### src/logic/rpcs_pkg.sv
// Constants and types shared by the reset and phase clock sequencer
package rpcs_pkg;

    // ****************************************************************
    // Timing
    // ****************************************************************
    // Power-up delay, nominal, in milliseconds
    localparam int unsigned POWERUP_DELAY_TIMER_MS = 96;
    // Nominal rate of the internal RC timer oscillator, plain default
    localparam int unsigned RC_OSC_HZ = 100000;
    // Least time rounds up to whole RC ticks
    localparam logic [15:0] POWERUP_DELAY_TIMER_TICKS_DEF =
        16'((POWERUP_DELAY_TIMER_MS * RC_OSC_HZ + 999) / 1000);
    // Oscillator settle length in oscillator periods
    localparam logic [15:0] OST_TOSC = 16'h0400;
    localparam int unsigned OST_W = 11;

    // ****************************************************************
    // Oscillator configuration codes
    // ****************************************************************
    localparam logic [1:0] OSC_CRYSTAL  = 2'h0;
    localparam logic [1:0] OSC_LOWFREQ  = 2'h1;
    localparam logic [1:0] OSC_EXTCLOCK = 2'h2;
    localparam logic [1:0] OSC_RESCAP   = 2'h3;

    // ****************************************************************
    // Phase indices and reset-cause flag values
    // ****************************************************************
    localparam logic [1:0] PH_1 = 2'h0;
    localparam logic [1:0] PH_2 = 2'h1;
    localparam logic [1:0] PH_3 = 2'h2;
    localparam logic [1:0] PH_4 = 2'h3;
    localparam logic FLAG_SET = 1'h1;
    localparam logic FLAG_CLR = 1'h0;

    // Depth of the register group that holds no reset value
    localparam int unsigned RETAIN_DEPTH = 4;
    localparam int unsigned RETAIN_AW = 2;

    typedef enum logic [2:0] {
        RPCS_OFF     = 3'h0,
        RPCS_HOLD    = 3'h1,
        RPCS_TIMEOUT = 3'h2,
        RPCS_RUN     = 3'h3,
        RPCS_SLEEP   = 3'h4
    } rpcs_state_e;

    typedef enum logic [2:0] {
        CAUSE_POR       = 3'h0,
        CAUSE_MASTER_CLEAR_N      = 3'h1,
        CAUSE_WDT       = 3'h2,
        CAUSE_WDT_SLEEP = 3'h3,
        CAUSE_WAKE      = 3'h4
    } rpcs_cause_e;

endpackage

### src/logic/rpcs_sequencer.sv
// Reset sequencer, power-up timers and four-phase clock generator
//
// How it works
// - Clock divided by four into one-hot phase_1..phase_4, one clock each.
// - One pass phase_1 through phase_4 forms one instruction cycle.
// - Any reset parks the phase at phase_1; release restarts there.
// - In reset, external modes drive address strobe low, both strobes high.
// - read_strobe_n enables memory output, store_strobe_n writes memory.
// - Sixteen muxed pins carry address first, then data; upper byte too.
// - Reset cause tells power-on, pin reset and watchdog reset apart.
// - Registers reset on all resets except watchdog timeout during sleep.
// - A small register group has no reset and survives every reset.
// - Reset held while supply low; brown-out rearms except on old variant.
// - Power-up delay of 96 ms starts once power good and pin high.
// - Power-up delay counts its own RC ticks; core held while counting.
// - Oscillator settle waits 1024 periods after power-up or any exit from sleep.
// - Settle count used only in crystal or low-frequency modes.
// - Settle count advances only while oscillator amplitude is valid.
// - Power-up starts both timers together; release after both expire.
// - Wake uses settle count only; pin reset in normal run adds none.
// - Timeout and powerdown flags encode the reset or wake cause.
`timescale 1ns/10ps

module rpcs_sequencer
    import rpcs_pkg::*;
#(
    parameter logic [15:0] POWERUP_DELAY_TIMER_TICKS = POWERUP_DELAY_TIMER_TICKS_DEF
)
(
    input  wire logic                 clock,
    input  wire logic                 rst,
    input  wire logic                 power_good,
    input  wire logic                 master_clear_n,
    input  wire logic                 rc_timer_osc,
    input  wire logic                 osc_amplitude_ok,
    input  wire logic [1:0]           osc_mode,
    input  wire logic                 legacy_variant,
    input  wire logic                 watchdog_reset,
    input  wire logic                 sleep_request,
    input  wire logic                 wake_event,
    input  wire logic                 ext_exec_mode,
    input  wire logic                 bus_request,
    input  wire logic                 bus_write,
    input  wire logic [15:0]          bus_address,
    input  wire logic [15:0]          bus_wdata,
    input  wire logic [15:0]          muxed_bus_pins_in,
    input  wire logic                 retain_we,
    input  wire logic [RETAIN_AW-1:0] retain_addr,
    input  wire logic [7:0]           retain_wdata,
    output logic                      phase_1,
    output logic                      phase_2,
    output logic                      phase_3,
    output logic                      phase_4,
    output logic                      core_hold,
    output logic                      regs_reset,
    output logic                      sleeping,
    output logic                      timeout_flag_n,
    output logic                      powerdown_flag_n,
    output logic [2:0]                reset_cause,
    output logic                      address_latch_strobe,
    output logic                      read_strobe_n,
    output logic                      store_strobe_n,
    output logic                      strobe_oe_n,
    output logic [15:0]               muxed_bus_pins_out,
    output logic                      muxed_bus_pins_oe_n,
    output logic [15:0]               bus_rdata,
    output logic [7:0]                retain_rdata
);

    // ****************************************************************
    // Helpers
    // ****************************************************************
    // Shared by both delay counters
    function automatic logic cnt_done(input logic [15:0] cnt,
                                      input logic [15:0] limit);
        cnt_done = (cnt >= limit);
    endfunction

    // ****************************************************************
    // Input synchronisers
    // ****************************************************************
    logic        por_s1_r;
    logic        por_s2_r;
    logic        master_clear_n_s1_r;
    logic        master_clear_n_s2_r;
    logic        rc_s1_r;
    logic        rc_s2_r;
    logic        rc_s3_r;

    // Pin and supply levels settle before they may release reset
    always_ff @(posedge clock or posedge rst)
    begin
        if (rst)
        begin
            por_s1_r  <= 1'h0;
            por_s2_r  <= 1'h0;
            master_clear_n_s1_r <= 1'h0;
            master_clear_n_s2_r <= 1'h0;
        end
        else
        begin
            por_s1_r  <= power_good;
            por_s2_r  <= por_s1_r;
            master_clear_n_s1_r <= master_clear_n;
            master_clear_n_s2_r <= master_clear_n_s1_r;
        end
    end

    // RC ticks are edge-detected only after the second stage
    always_ff @(posedge clock or posedge rst)
    begin
        if (rst)
        begin
            rc_s1_r <= 1'h0;
            rc_s2_r <= 1'h0;
            rc_s3_r <= 1'h0;
        end
        else
        begin
            rc_s1_r <= rc_timer_osc;
            rc_s2_r <= rc_s1_r;
            rc_s3_r <= rc_s2_r;
        end
    end

    // ****************************************************************
    // Decodes
    // ****************************************************************
    logic        rc_tick;
    logic        master_clear_n_high;
    logic        brownout;
    logic        xtal_sel;

    assign rc_tick   = rc_s2_r & ~rc_s3_r;
    assign master_clear_n_high = master_clear_n_s2_r;
    // The oldest variant never rearms reset on a falling supply
    assign brownout  = ~por_s2_r & ~legacy_variant;
    assign xtal_sel  = (osc_mode == OSC_CRYSTAL) |
                       (osc_mode == OSC_LOWFREQ);

    // ****************************************************************
    // Delay counters
    // ****************************************************************
    rpcs_state_e      state_r;
    logic             need_powerup_delay_timer_r;
    logic             need_ost_r;
    logic [15:0]      powerup_delay_timer_cnt_r;
    logic [OST_W-1:0] ost_cnt_r;
    logic             powerup_delay_timer_done;
    logic             ost_done;
    logic             timers_ok;
    logic             timing;

    assign timing    = (state_r == RPCS_TIMEOUT);
    assign powerup_delay_timer_done = cnt_done(powerup_delay_timer_cnt_r, POWERUP_DELAY_TIMER_TICKS);
    assign ost_done  = cnt_done({5'h00, ost_cnt_r}, OST_TOSC);
    // Release waits for whichever timer is longer
    assign timers_ok = (~need_powerup_delay_timer_r | powerup_delay_timer_done) &
                       (~need_ost_r | ost_done);

    // Counters clear whenever the sequencer leaves the timeout state
    always_ff @(posedge clock or posedge rst)
    begin
        if (rst)
        begin
            powerup_delay_timer_cnt_r <= 16'h0000;
            ost_cnt_r  <= '0;
        end
        else
        begin
            if (!timing)
                powerup_delay_timer_cnt_r <= 16'h0000;
            else if (need_powerup_delay_timer_r && rc_tick && !powerup_delay_timer_done)
                powerup_delay_timer_cnt_r <= 16'(powerup_delay_timer_cnt_r + 16'h0001);
            if (!timing)
                ost_cnt_r <= '0;
            else if (need_ost_r && osc_amplitude_ok && !ost_done)
                ost_cnt_r <= OST_W'(ost_cnt_r + 1'b1);
        end
    end

    // ****************************************************************
    // Reset sequence state machine
    // ****************************************************************
    rpcs_state_e state_nxt;
    rpcs_cause_e cause_r;
    rpcs_cause_e cause_nxt;
    logic        need_powerup_delay_timer_nxt;
    logic        need_ost_nxt;
    logic        regs_rst_r;
    logic        regs_rst_nxt;
    logic        to_nxt;
    logic        pd_nxt;

    // A pin reset during power-up keeps the pending timers alive
    always_comb
    begin
        state_nxt     = state_r;
        cause_nxt     = cause_r;
        need_powerup_delay_timer_nxt = need_powerup_delay_timer_r;
        need_ost_nxt  = need_ost_r;
        regs_rst_nxt  = regs_rst_r;
        to_nxt        = timeout_flag_n;
        pd_nxt        = powerdown_flag_n;
        if (state_r != RPCS_OFF && brownout)
        begin
            state_nxt     = RPCS_OFF;
            need_powerup_delay_timer_nxt = 1'h0;
            need_ost_nxt  = 1'h0;
            regs_rst_nxt  = 1'h1;
        end
        else if (state_r != RPCS_OFF && !master_clear_n_high)
        begin
            state_nxt    = RPCS_HOLD;
            regs_rst_nxt = 1'h1;
            if (state_r == RPCS_SLEEP)
            begin
                cause_nxt    = CAUSE_MASTER_CLEAR_N;
                to_nxt       = FLAG_SET;
                pd_nxt       = FLAG_CLR;
                need_ost_nxt = xtal_sel;
            end
            else if (state_r == RPCS_RUN)
            begin
                cause_nxt    = CAUSE_MASTER_CLEAR_N;
                to_nxt       = FLAG_SET;
                pd_nxt       = FLAG_SET;
                need_ost_nxt = 1'h0;
            end
        end
        else
        begin
            case (state_r)
                RPCS_OFF:
                begin
                    regs_rst_nxt = 1'h1;
                    if (por_s2_r && master_clear_n_high)
                    begin
                        state_nxt     = RPCS_TIMEOUT;
                        need_powerup_delay_timer_nxt = 1'h1;
                        need_ost_nxt  = xtal_sel;
                        cause_nxt     = CAUSE_POR;
                        to_nxt        = FLAG_SET;
                        pd_nxt        = FLAG_SET;
                    end
                end
                RPCS_HOLD:
                    state_nxt = RPCS_TIMEOUT;
                RPCS_TIMEOUT:
                begin
                    if (timers_ok)
                    begin
                        state_nxt     = RPCS_RUN;
                        need_powerup_delay_timer_nxt = 1'h0;
                        need_ost_nxt  = 1'h0;
                        regs_rst_nxt  = 1'h0;
                    end
                end
                RPCS_RUN:
                begin
                    if (watchdog_reset)
                    begin
                        state_nxt    = RPCS_TIMEOUT;
                        regs_rst_nxt = 1'h1;
                        need_ost_nxt = 1'h0;
                        cause_nxt    = CAUSE_WDT;
                        to_nxt       = FLAG_CLR;
                        pd_nxt       = FLAG_SET;
                    end
                    else if (sleep_request)
                    begin
                        state_nxt = RPCS_SLEEP;
                        to_nxt    = FLAG_SET;
                        pd_nxt    = FLAG_CLR;
                    end
                end
                RPCS_SLEEP:
                begin
                    // Watchdog in sleep is a resumption, not a reset
                    if (watchdog_reset)
                    begin
                        state_nxt    = RPCS_TIMEOUT;
                        regs_rst_nxt = 1'h0;
                        need_ost_nxt = xtal_sel;
                        cause_nxt    = CAUSE_WDT_SLEEP;
                        to_nxt       = FLAG_CLR;
                        pd_nxt       = FLAG_CLR;
                    end
                    else if (wake_event)
                    begin
                        state_nxt    = RPCS_TIMEOUT;
                        regs_rst_nxt = 1'h0;
                        need_ost_nxt = xtal_sel;
                        cause_nxt    = CAUSE_WAKE;
                        to_nxt       = FLAG_SET;
                        pd_nxt       = FLAG_CLR;
                    end
                end
                default:
                    state_nxt = RPCS_OFF;
            endcase
        end
    end

    // State and cause registers
    always_ff @(posedge clock or posedge rst)
    begin
        if (rst)
        begin
            state_r          <= RPCS_OFF;
            cause_r          <= CAUSE_POR;
            need_powerup_delay_timer_r      <= 1'h0;
            need_ost_r       <= 1'h0;
            regs_rst_r       <= 1'h1;
            timeout_flag_n   <= FLAG_SET;
            powerdown_flag_n <= FLAG_SET;
        end
        else
        begin
            state_r          <= state_nxt;
            cause_r          <= cause_nxt;
            need_powerup_delay_timer_r      <= need_powerup_delay_timer_nxt;
            need_ost_r       <= need_ost_nxt;
            regs_rst_r       <= regs_rst_nxt;
            timeout_flag_n   <= to_nxt;
            powerdown_flag_n <= pd_nxt;
        end
    end

    assign reset_cause = cause_r;
    assign regs_reset  = regs_rst_r;

    // ****************************************************************
    // Phase generator and external bus strobes
    // ****************************************************************
    logic [1:0]  ph_r;
    logic [1:0]  ph_nxt;
    logic        run_nxt;
    logic        bus_act;
    logic        addr_phase;
    logic        ale_nxt;
    logic        rd_n_nxt;
    logic        wr_n_nxt;
    logic        pins_oe_n_nxt;
    logic [15:0] pins_out_nxt;
    logic        capture;

    assign run_nxt = (state_nxt == RPCS_RUN);
    // Counter only advances in steady run; any stop parks it
    assign ph_nxt  = (run_nxt && state_r == RPCS_RUN) ?
                     2'(ph_r + 2'h1) : PH_1;
    assign bus_act    = run_nxt & ext_exec_mode & bus_request;
    assign addr_phase = (ph_nxt == PH_1) | (ph_nxt == PH_2);
    // Strobe falls into phase_2 so the address is stable at the fall
    assign ale_nxt    = bus_act & (ph_nxt == PH_1);
    assign rd_n_nxt   = ~(bus_act & ~bus_write & ~addr_phase);
    assign wr_n_nxt   = ~(bus_act & bus_write & (ph_nxt == PH_3));
    assign pins_oe_n_nxt = ~(bus_act & (addr_phase | bus_write));
    // Address first, data after, on the same sixteen pins
    assign pins_out_nxt  = addr_phase ? bus_address : bus_wdata;
    assign capture    = (ph_r == PH_4) & ~read_strobe_n;

    // Phase outputs are one-hot and decoded ahead of the flop
    always_ff @(posedge clock or posedge rst)
    begin
        if (rst)
        begin
            ph_r      <= PH_1;
            phase_1   <= 1'h1;
            phase_2   <= 1'h0;
            phase_3   <= 1'h0;
            phase_4   <= 1'h0;
            core_hold <= 1'h1;
            sleeping  <= 1'h0;
        end
        else
        begin
            ph_r      <= ph_nxt;
            phase_1   <= (ph_nxt == PH_1);
            phase_2   <= (ph_nxt == PH_2);
            phase_3   <= (ph_nxt == PH_3);
            phase_4   <= (ph_nxt == PH_4);
            core_hold <= ~run_nxt;
            sleeping  <= (state_nxt == RPCS_SLEEP);
        end
    end

    // Strobes idle at safe levels whenever the core is not running
    always_ff @(posedge clock or posedge rst)
    begin
        if (rst)
        begin
            address_latch_strobe <= 1'h0;
            read_strobe_n        <= 1'h1;
            store_strobe_n       <= 1'h1;
            strobe_oe_n          <= 1'h1;
            muxed_bus_pins_out   <= 16'h0000;
            muxed_bus_pins_oe_n  <= 1'h1;
            bus_rdata            <= 16'h0000;
        end
        else
        begin
            address_latch_strobe <= ale_nxt;
            read_strobe_n        <= rd_n_nxt;
            store_strobe_n       <= wr_n_nxt;
            strobe_oe_n          <= ~ext_exec_mode;
            muxed_bus_pins_out   <= pins_out_nxt;
            muxed_bus_pins_oe_n  <= pins_oe_n_nxt;
            if (capture)
                bus_rdata <= muxed_bus_pins_in;
        end
    end

    // ****************************************************************
    // Register group without reset value
    // ****************************************************************
    logic [7:0] keep_mem [0:RETAIN_DEPTH-1];

    // No reset branch on purpose: content must survive every reset
    always_ff @(posedge clock)
    begin
        if (retain_we && state_r == RPCS_RUN)
            keep_mem[retain_addr] <= retain_wdata;
    end

    // Read port; power-on content is whatever the array holds
    always_ff @(posedge clock or posedge rst)
    begin
        if (rst)
            retain_rdata <= 8'h00;
        else
            retain_rdata <= keep_mem[retain_addr];
    end

endmodule

### config.mk
export PLATFORM = sky130hd
export DESIGN_NAME = rpcs_sequencer
export DESIGN_NICKNAME = d
export VERILOG_FILES = /design/src/logic/rpcs_pkg.sv /design/src/logic/rpcs_sequencer.sv
export SDC_FILE = /design/constraint.sdc
export NUM_CORES = 1
export LEC_CHECK = 0
export BUFFER_PORTS_ARGS = -buffer_cell sky130_fd_sc_hd__buf_2
export CAP_MARGIN = 30
export CORE_ASPECT_RATIO = 1.25
export CORE_MARGIN = 2
export CORE_UTILIZATION = 58
export CTS_CLUSTER_SIZE = 16
export DETAILED_ROUTE_END_ITERATION = 8
export PLACE_DENSITY = 0.91
export SLEW_MARGIN = 20
export SYNTH_ARGS = -nofsm -noshare
export SYNTH_HDL_FRONTEND = slang
export SYNTH_SLANG_ARGS = --single-unit
### constraint.sdc
create_clock -name clock -period 7.1 [get_ports clock]
set_input_delay 1.775 -clock clock [delete_from_list [all_inputs] [get_ports clock]]
set_output_delay 1.775 -clock clock [all_outputs]
set_load 0.02 [all_outputs]
==> results of run 1 <==
## sequential cells by signal, indices dropped and copies added (netlist names), 2 cells and up
signal / flops
bus_rdata: 16
keep_mem: 32
muxed_bus_pins_out: 16
ost_cnt_r: 11
ph_r: 2
powerup_delay_timer_cnt_r: 16
reset_cause: 3
retain_rdata: 8
state_r: 3
## layer usage
layer / up-vias / part of all wire, %
li1: 1746 / -
met3: 19 / 6.0
met1: 1924 / 40
met2: 131 / 52
met5: - / 0
met4: 0 / 1.6
## final timing paths
kind,start,endpoint,slack (ns),cells after the start
min in group asynchronous,rst,bus_rdata[12]$_DFFE_PP0P_,1.32,2
setup reg to reg,state_r[1]$_DFF_PP0_,muxed_bus_pins_out[4]$_DFF_PP0_,4.44,6
max in group asynchronous,rst,timeout_flag_n$_DFFE_PP1P_,4.81,4
hold / removal,rc_s1_r$_DFF_PP0_,rc_s2_r$_DFF_PP0_,0.35,0
setup / recovery,watchdog_reset,muxed_bus_pins_out[4]$_DFF_PP0_,3.65,7
hold reg to reg,rc_s1_r$_DFF_PP0_,rc_s2_r$_DFF_PP0_,0.35,0
## report_power, final
| part | switching [mW] | internal, mW |
|---|---|---|
| Clock | 0.328 | 0.486 |
| Combinational | 0.219 | 0.133 |
| Sequential | 0.0506 | 0.821 |
## final cells by class
type	count	area (sq um)	share of cell area, %
Tap cell	123	154	2.25
Clock buffer	18	429	6.28
Inverter	11	43.8	0.641
Clock inverter	14	131	1.92
Multi-Input combinational cell	249	1930	28.3
Timing Repair Buffer	135	718	10.5
Sequential cell	130	3420	50.1
## Yosys cell counts, drive strengths merged (2+ instances only)
cell	n	area, sq um
a41oi	2	17.5
and3	7	43.8
xnor2	13	114
nand3	6	30.0
a211oi	8	60.1
a31o	2	17.5
nor4	2	12.5
a31oi	3	33.8
clkbuf	9	33.8
nor3	11	66.3
and2	2	12.5
and3b	2	17.5
dfrtp	89	2230
a211o	2	17.5
nor4b	2	17.5
nor2b	6	37.5
o21ai	8	40.0
mux2i	2	20.0
nor3b	3	22.5
o21a	2	15.0
o22ai	3	18.8
or2	2	12.5
and4	4	35.0
xor2	6	52.6
o21bai	2	26.3
nand2	27	101
nand2b	6	37.5
a21oi	12	60.1
buf	11	71.3
mux4	8	180
nand4	4	25.0
a2111oi	3	26.3
nor2	34	128
inv	11	41.3
edfxtp	32	961
ha	5	62.6
dfstp	9	236
mux2	36	443
## kinds of logic after synthesis
group,after synthesis,share of synthesized area [%]
simple gates,122,11.5
flops,130,62.3
xor+xnor,19,3.03
mux,46,11.7
fa+ha+maj,6,1.34
compound gates,56,7.51
buf+inv,31,2.66
## through the flow
step                      setup slack, ns  util [%]  cell area [sq um]
after floorplan                      2.78         -               5500
after global placement               3.06      67.9               6230
after detailed placement             3.26      68.1               6250
after CTS                            3.66      74.2               6810
after global routing                 3.56      74.5               6830
final                                3.65      74.5               6830
## critical path: cells and delay by family
kind                   cells  cell delay, ns
and+or+nand+nor            2            0.71
AOI/OAI and AO/OA          2            0.53
muxes                      1            0.31
buffers and inverters      2            0.41
==> results_dict.tcl, run 1 <==
set metrics [dict create \
    crit_chain "buf_2, and4b_1, a211oi_1, o21bai_4, nor3_4, buf_8, mux2_4" \
    wire_per_inst_microns 16.9 \
    cts_root_buf "clkbuf_16" \
    cts-buffers-inserted 17 \
    rsz0062_at_grt "false" \
    initial_utilization_pct 59.9 \
    synthesis.area_sq_um 5500 \
    stdcell_count 680 \
    portBuffers 129 \
    vdd_drop_max_v 0.000212 \
    tritoncts "built" \
    drive_gt1_share_pct 39.9 \
    coreArea_sq_um 9170 \
    chipWidth_microns 91.1 \
    hold_ws_ns 0.347 \
    ant_nets 0 \
    drt-vias-per-instance 5.62 \
    grt_pass1_wl_mm 19.2 \
    layout_common_cells "buf_2 (129), dfrtp_1 (89), nor2_1 (34)" \
    grt.met2_usage_pct 40.5 \
    final_nets 623 \
    synth_warnings 0 \
    cp_max_fo 11 \
    fin_crit_sh_pct 48.6 \
    finalPower_mw 2.04 \
    cts_resized 0 \
    dp_hpwl_mm 7.83 \
    die_h_microns 113 \
    insertedDiodeCount 0 \
    drt_iter0_drc 216 \
    power_density_nw_per_um2 298 \
    final_common_cell "buf_2" \
    relSlewSlack_pct 40.8 \
    clk_latency_ns 0.41 \
    yosys.cell_types.count 61 \
    place_congestion 0.832 \
    fmax_mhz 290 \
    num_vias 3820 \
    grt_pass1_vias 3930 \
    drv_slew 0 \
    finalSetupViolations 0 \
    clkSlewWorstSetupHoldPaths_ns 0.05 \
    synth-seq-cells 130 \
    synth_cells 410 \
    fillers 609 \
    synth_ff_type "dfrtp_1" \
    hold_viol_final 0 \
    ios 131 \
    critPathCaptureType "flip-flop" \
    htree_levels 4 \
    finalSetupTns_ns 0 \
    tightest_slew_ns 0.885 \
    synth_nets 489 \
    postSynthAreaPerCell_sq_um 13.4 \
    cts-hold-fix-buffers 0 \
    drt_first_pass_iters 5 \
    areaGrowthSynthToFinish_pct 24.3 \
    cts_buffer_depth 2 \
    antenna_found_initial 0 \
    ys_seq_area_share_pct 62.3 \
    placed_cells 647 \
    grt_use_met1_pct 30.0 \
    globalRouteOverflowTotal 0 \
    grt_busiest_layer "met2" \
    num_rows 39 \
    synth_edf_count 32 \
    min_path_type "reg2reg" \
    slowest_delay_ns 0.49 \
    crit_type "in2reg" \
    cp.required_ns 7.39 \
    met3_usage_pct 6.99 \
    status "finished clean" \
    worstPathArrival_ns 3.74 \
    grt_usage_pct 24.2 \
    grt_max_degree 76 \
    fin_crit_ns 3.45 \
    cts_setup_buffers 0 \
    start_kind "input port" \
    maxCapViolations 0 \
    die_area_sq_um 10300 \
    wirelength_mm 11.5 \
    crit_slowest_cell "nor3_4" \
    total_leakage_power_nw 3.04 \
    async_reset_ff_share_pct 75.4 \
    clock-skew-final_ns 0.00772 \
    cts_num_sinks 130 \
    drc 0 \
]
(Power assumes the default switching activity.)
==> run 2: changes to the inputs <==
Settings changed: CORE_UTILIZATION 58 to 53, PLACE_DENSITY 0.91 to 0.85.
Clock period 7.1 ns to 3.5 ns, I/O delays scaled along.
==> run 2 against run 1 <==
Via count barely moved. Clock power increased by 98%. Largest power group unchanged. Largest cell class unchanged. Worst hold slack worse by 0.0029 ns.
==> results_dict.tcl, run 2 (same netlist as run 1, synthesis figures left out) <==
set metrics [dict create \
    drive_gt1_share_pct 39.9 \
    dp_hpwl_mm 7.89 \
    cts-buffers-inserted 17 \
    ant_nets 0 \
    whs_path_depth 0 \
    fin_crit_ns 2.43 \
    grt_pass1_vias 3947 \
    grt_usage_pct 21.8 \
    maxCapViolations 0 \
    antenna_found_initial 0 \
    globalRouteOverflowTotal 0 \
    worstSetupStartpoint "state_r[2]$_DFF_PP0_" \
    timing.rr.start "state_r[2]$_DFF_PP0_" \
    layout_common_cells "buf_2 (129), dfrtp_1 (89), nor2_1 (34)" \
    coreArea_sq_um 10100 \
    grt_pass1_wl_mm 18.7 \
    initial_utilization_pct 54.4 \
    chipWidth_microns 95.1 \
    cts_buffer_depth 2 \
    cts_num_sinks 130 \
    ios 131 \
    placed_cells 656 \
    cts-hold-fix-buffers 0 \
    setup_slack_ns 1.07 \
    rsz0062_at_grt "false" \
    tritoncts "built" \
    portBuffers 129 \
    htree_levels 4 \
    r2r-end "muxed_bus_pins_out[2]$_DFF_PP0_" \
    critPathCaptureType "flip-flop" \
    crit_chain "or3b_1, nor2_1, o21bai_4, nor3_4, buf_4, mux2_4" \
    wire_per_inst_microns 16.5 \
    min_path_type "reg2reg" \
    drc 0 \
    start_kind "flip-flop" \
    cts_setup_buffers 0 \
    cts_root_buf "clkbuf_16" \
    total_leakage_power_nw 3.04 \
    crit_slowest_cell "dfrtp_1" \
    power_density_nw_per_um2 599 \
    num_rows 41 \
    regToRegSetupSlack_ns 1.07 \
    num_vias 3821 \
    worstPathArrival_ns 2.72 \
    cp.required_ns 3.79 \
    clock-skew-final_ns 0.0102 \
    clkSlewWorstSetupHoldPaths_ns 0.06 \
    vdd_drop_max_v 0.000432 \
    crit_type "reg2reg" \
    fmax_mhz 412 \
    rr_worst_depth 6 \
    drv_slew 0 \
    finalSetupTns_ns 0 \
    drt_first_pass_iters 5 \
    areaGrowthSynthToFinish_pct 23.8 \
    fin_crit_sh_pct 69.4 \
    status "finished clean" \
    drt-vias-per-instance 5.55 \
    final_common_cell "buf_2" \
    die_h_microns 118 \
    crit_path_end "muxed_bus_pins_out[2]$_DFF_PP0_" \
    relSlewSlack_pct 41.0 \
    hold_ws_ns 0.345 \
    finalPower_mw 4.08 \
    cts_resized 0 \
    slowest_delay_ns 0.70 \
    drt_iter0_drc 171 \
    largest_reg_flops 32 \
    largest_register "keep_mem" \
    dp_slack_ns 0.791 \
    wirelength_mm 11.3 \
    fillers 718 \
    clk_latency_ns 0.41 \
    stdcell_count 688 \
    grt_max_degree 60 \
    finalSetupViolations 0 \
    final_nets 625 \
    cp_max_fo 19 \
    die_area_sq_um 11200 \
    insertedDiodeCount 0 \
    tightest_slew_ns 0.863 \
    hold_viol_final 0 \
    place_congestion 0.760 \
]
==> run 2: how the worst min path moves through the flow <==
stage,startpoint,to,slack (ns)
global route,rc_s1_r$_DFF_PP0_,rc_s2_r$_DFF_PP0_,0.35
floorplan,master_clear_n_s1_r$_DFF_PP0_,master_clear_n_high$_DFF_PP0_,0.33
global placement,rc_s1_r$_DFF_PP0_,rc_s2_r$_DFF_PP0_,0.33
detailed placement,rc_s1_r$_DFF_PP0_,rc_s2_r$_DFF_PP0_,0.33
CTS,rc_s1_r$_DFF_PP0_,rc_s2_r$_DFF_PP0_,0.35
finish,rc_s1_r$_DFF_PP0_,rc_s2_r$_DFF_PP0_,0.34
==> run 2: cell type report <==
type / count / area (sq um) / area share, %
clock inverter: 14 / 118 / 1.73
tap: 129 / 161 / 2.37
sequential: 130 / 3420 / 50.3
multi-input combinational: 249 / 1930 / 28.3
timing repair buffer: 137 / 706 / 10.4
inverter: 11 / 43.8 / 0.643
clock buffer: 18 / 429 / 6.30
==> run 2: layer usage <==
metal  track usage, %  up-vias  routed length [microns]
met1             25.2     1904                     4320
met2             37.1      143                     6120
met4             9.15        0                      208
li1                 -     1754                        -
met5                0        -                        0
met3             6.53       20                      698
==> run 2: power breakdown <==
part           internal (mW)  switching [mW]  total, mW
Clock                  0.925           0.689       1.61
Combinational          0.267           0.430      0.697
Sequential              1.67           0.102       1.77
Total                   2.86            1.22       4.08
==> run 2: critical path, delay by kind of cell (launching register included) <==
kind / cells / cell delay (ns)
AOI/OAI and AO/OA: 1 / 0.12
muxes: 1 / 0.32
and+or+nand+nor: 3 / 0.91
DFF: 1 / 0.70
buffers and inverters: 1 / 0.25
==> run 2: through the flow <==
| stage | utilization (%) | area, sq um |
|---|---|---|
| 2_1_floorplan | - | 5500 |
| 3_3_place_gp | 62.0 | 6260 |
| 3_5_place_dp | 62.0 | 6260 |
| 4_1_cts | 67.4 | 6810 |
| 5_1_grt | 67.4 | 6810 |
| 6_report | 67.4 | 6810 |
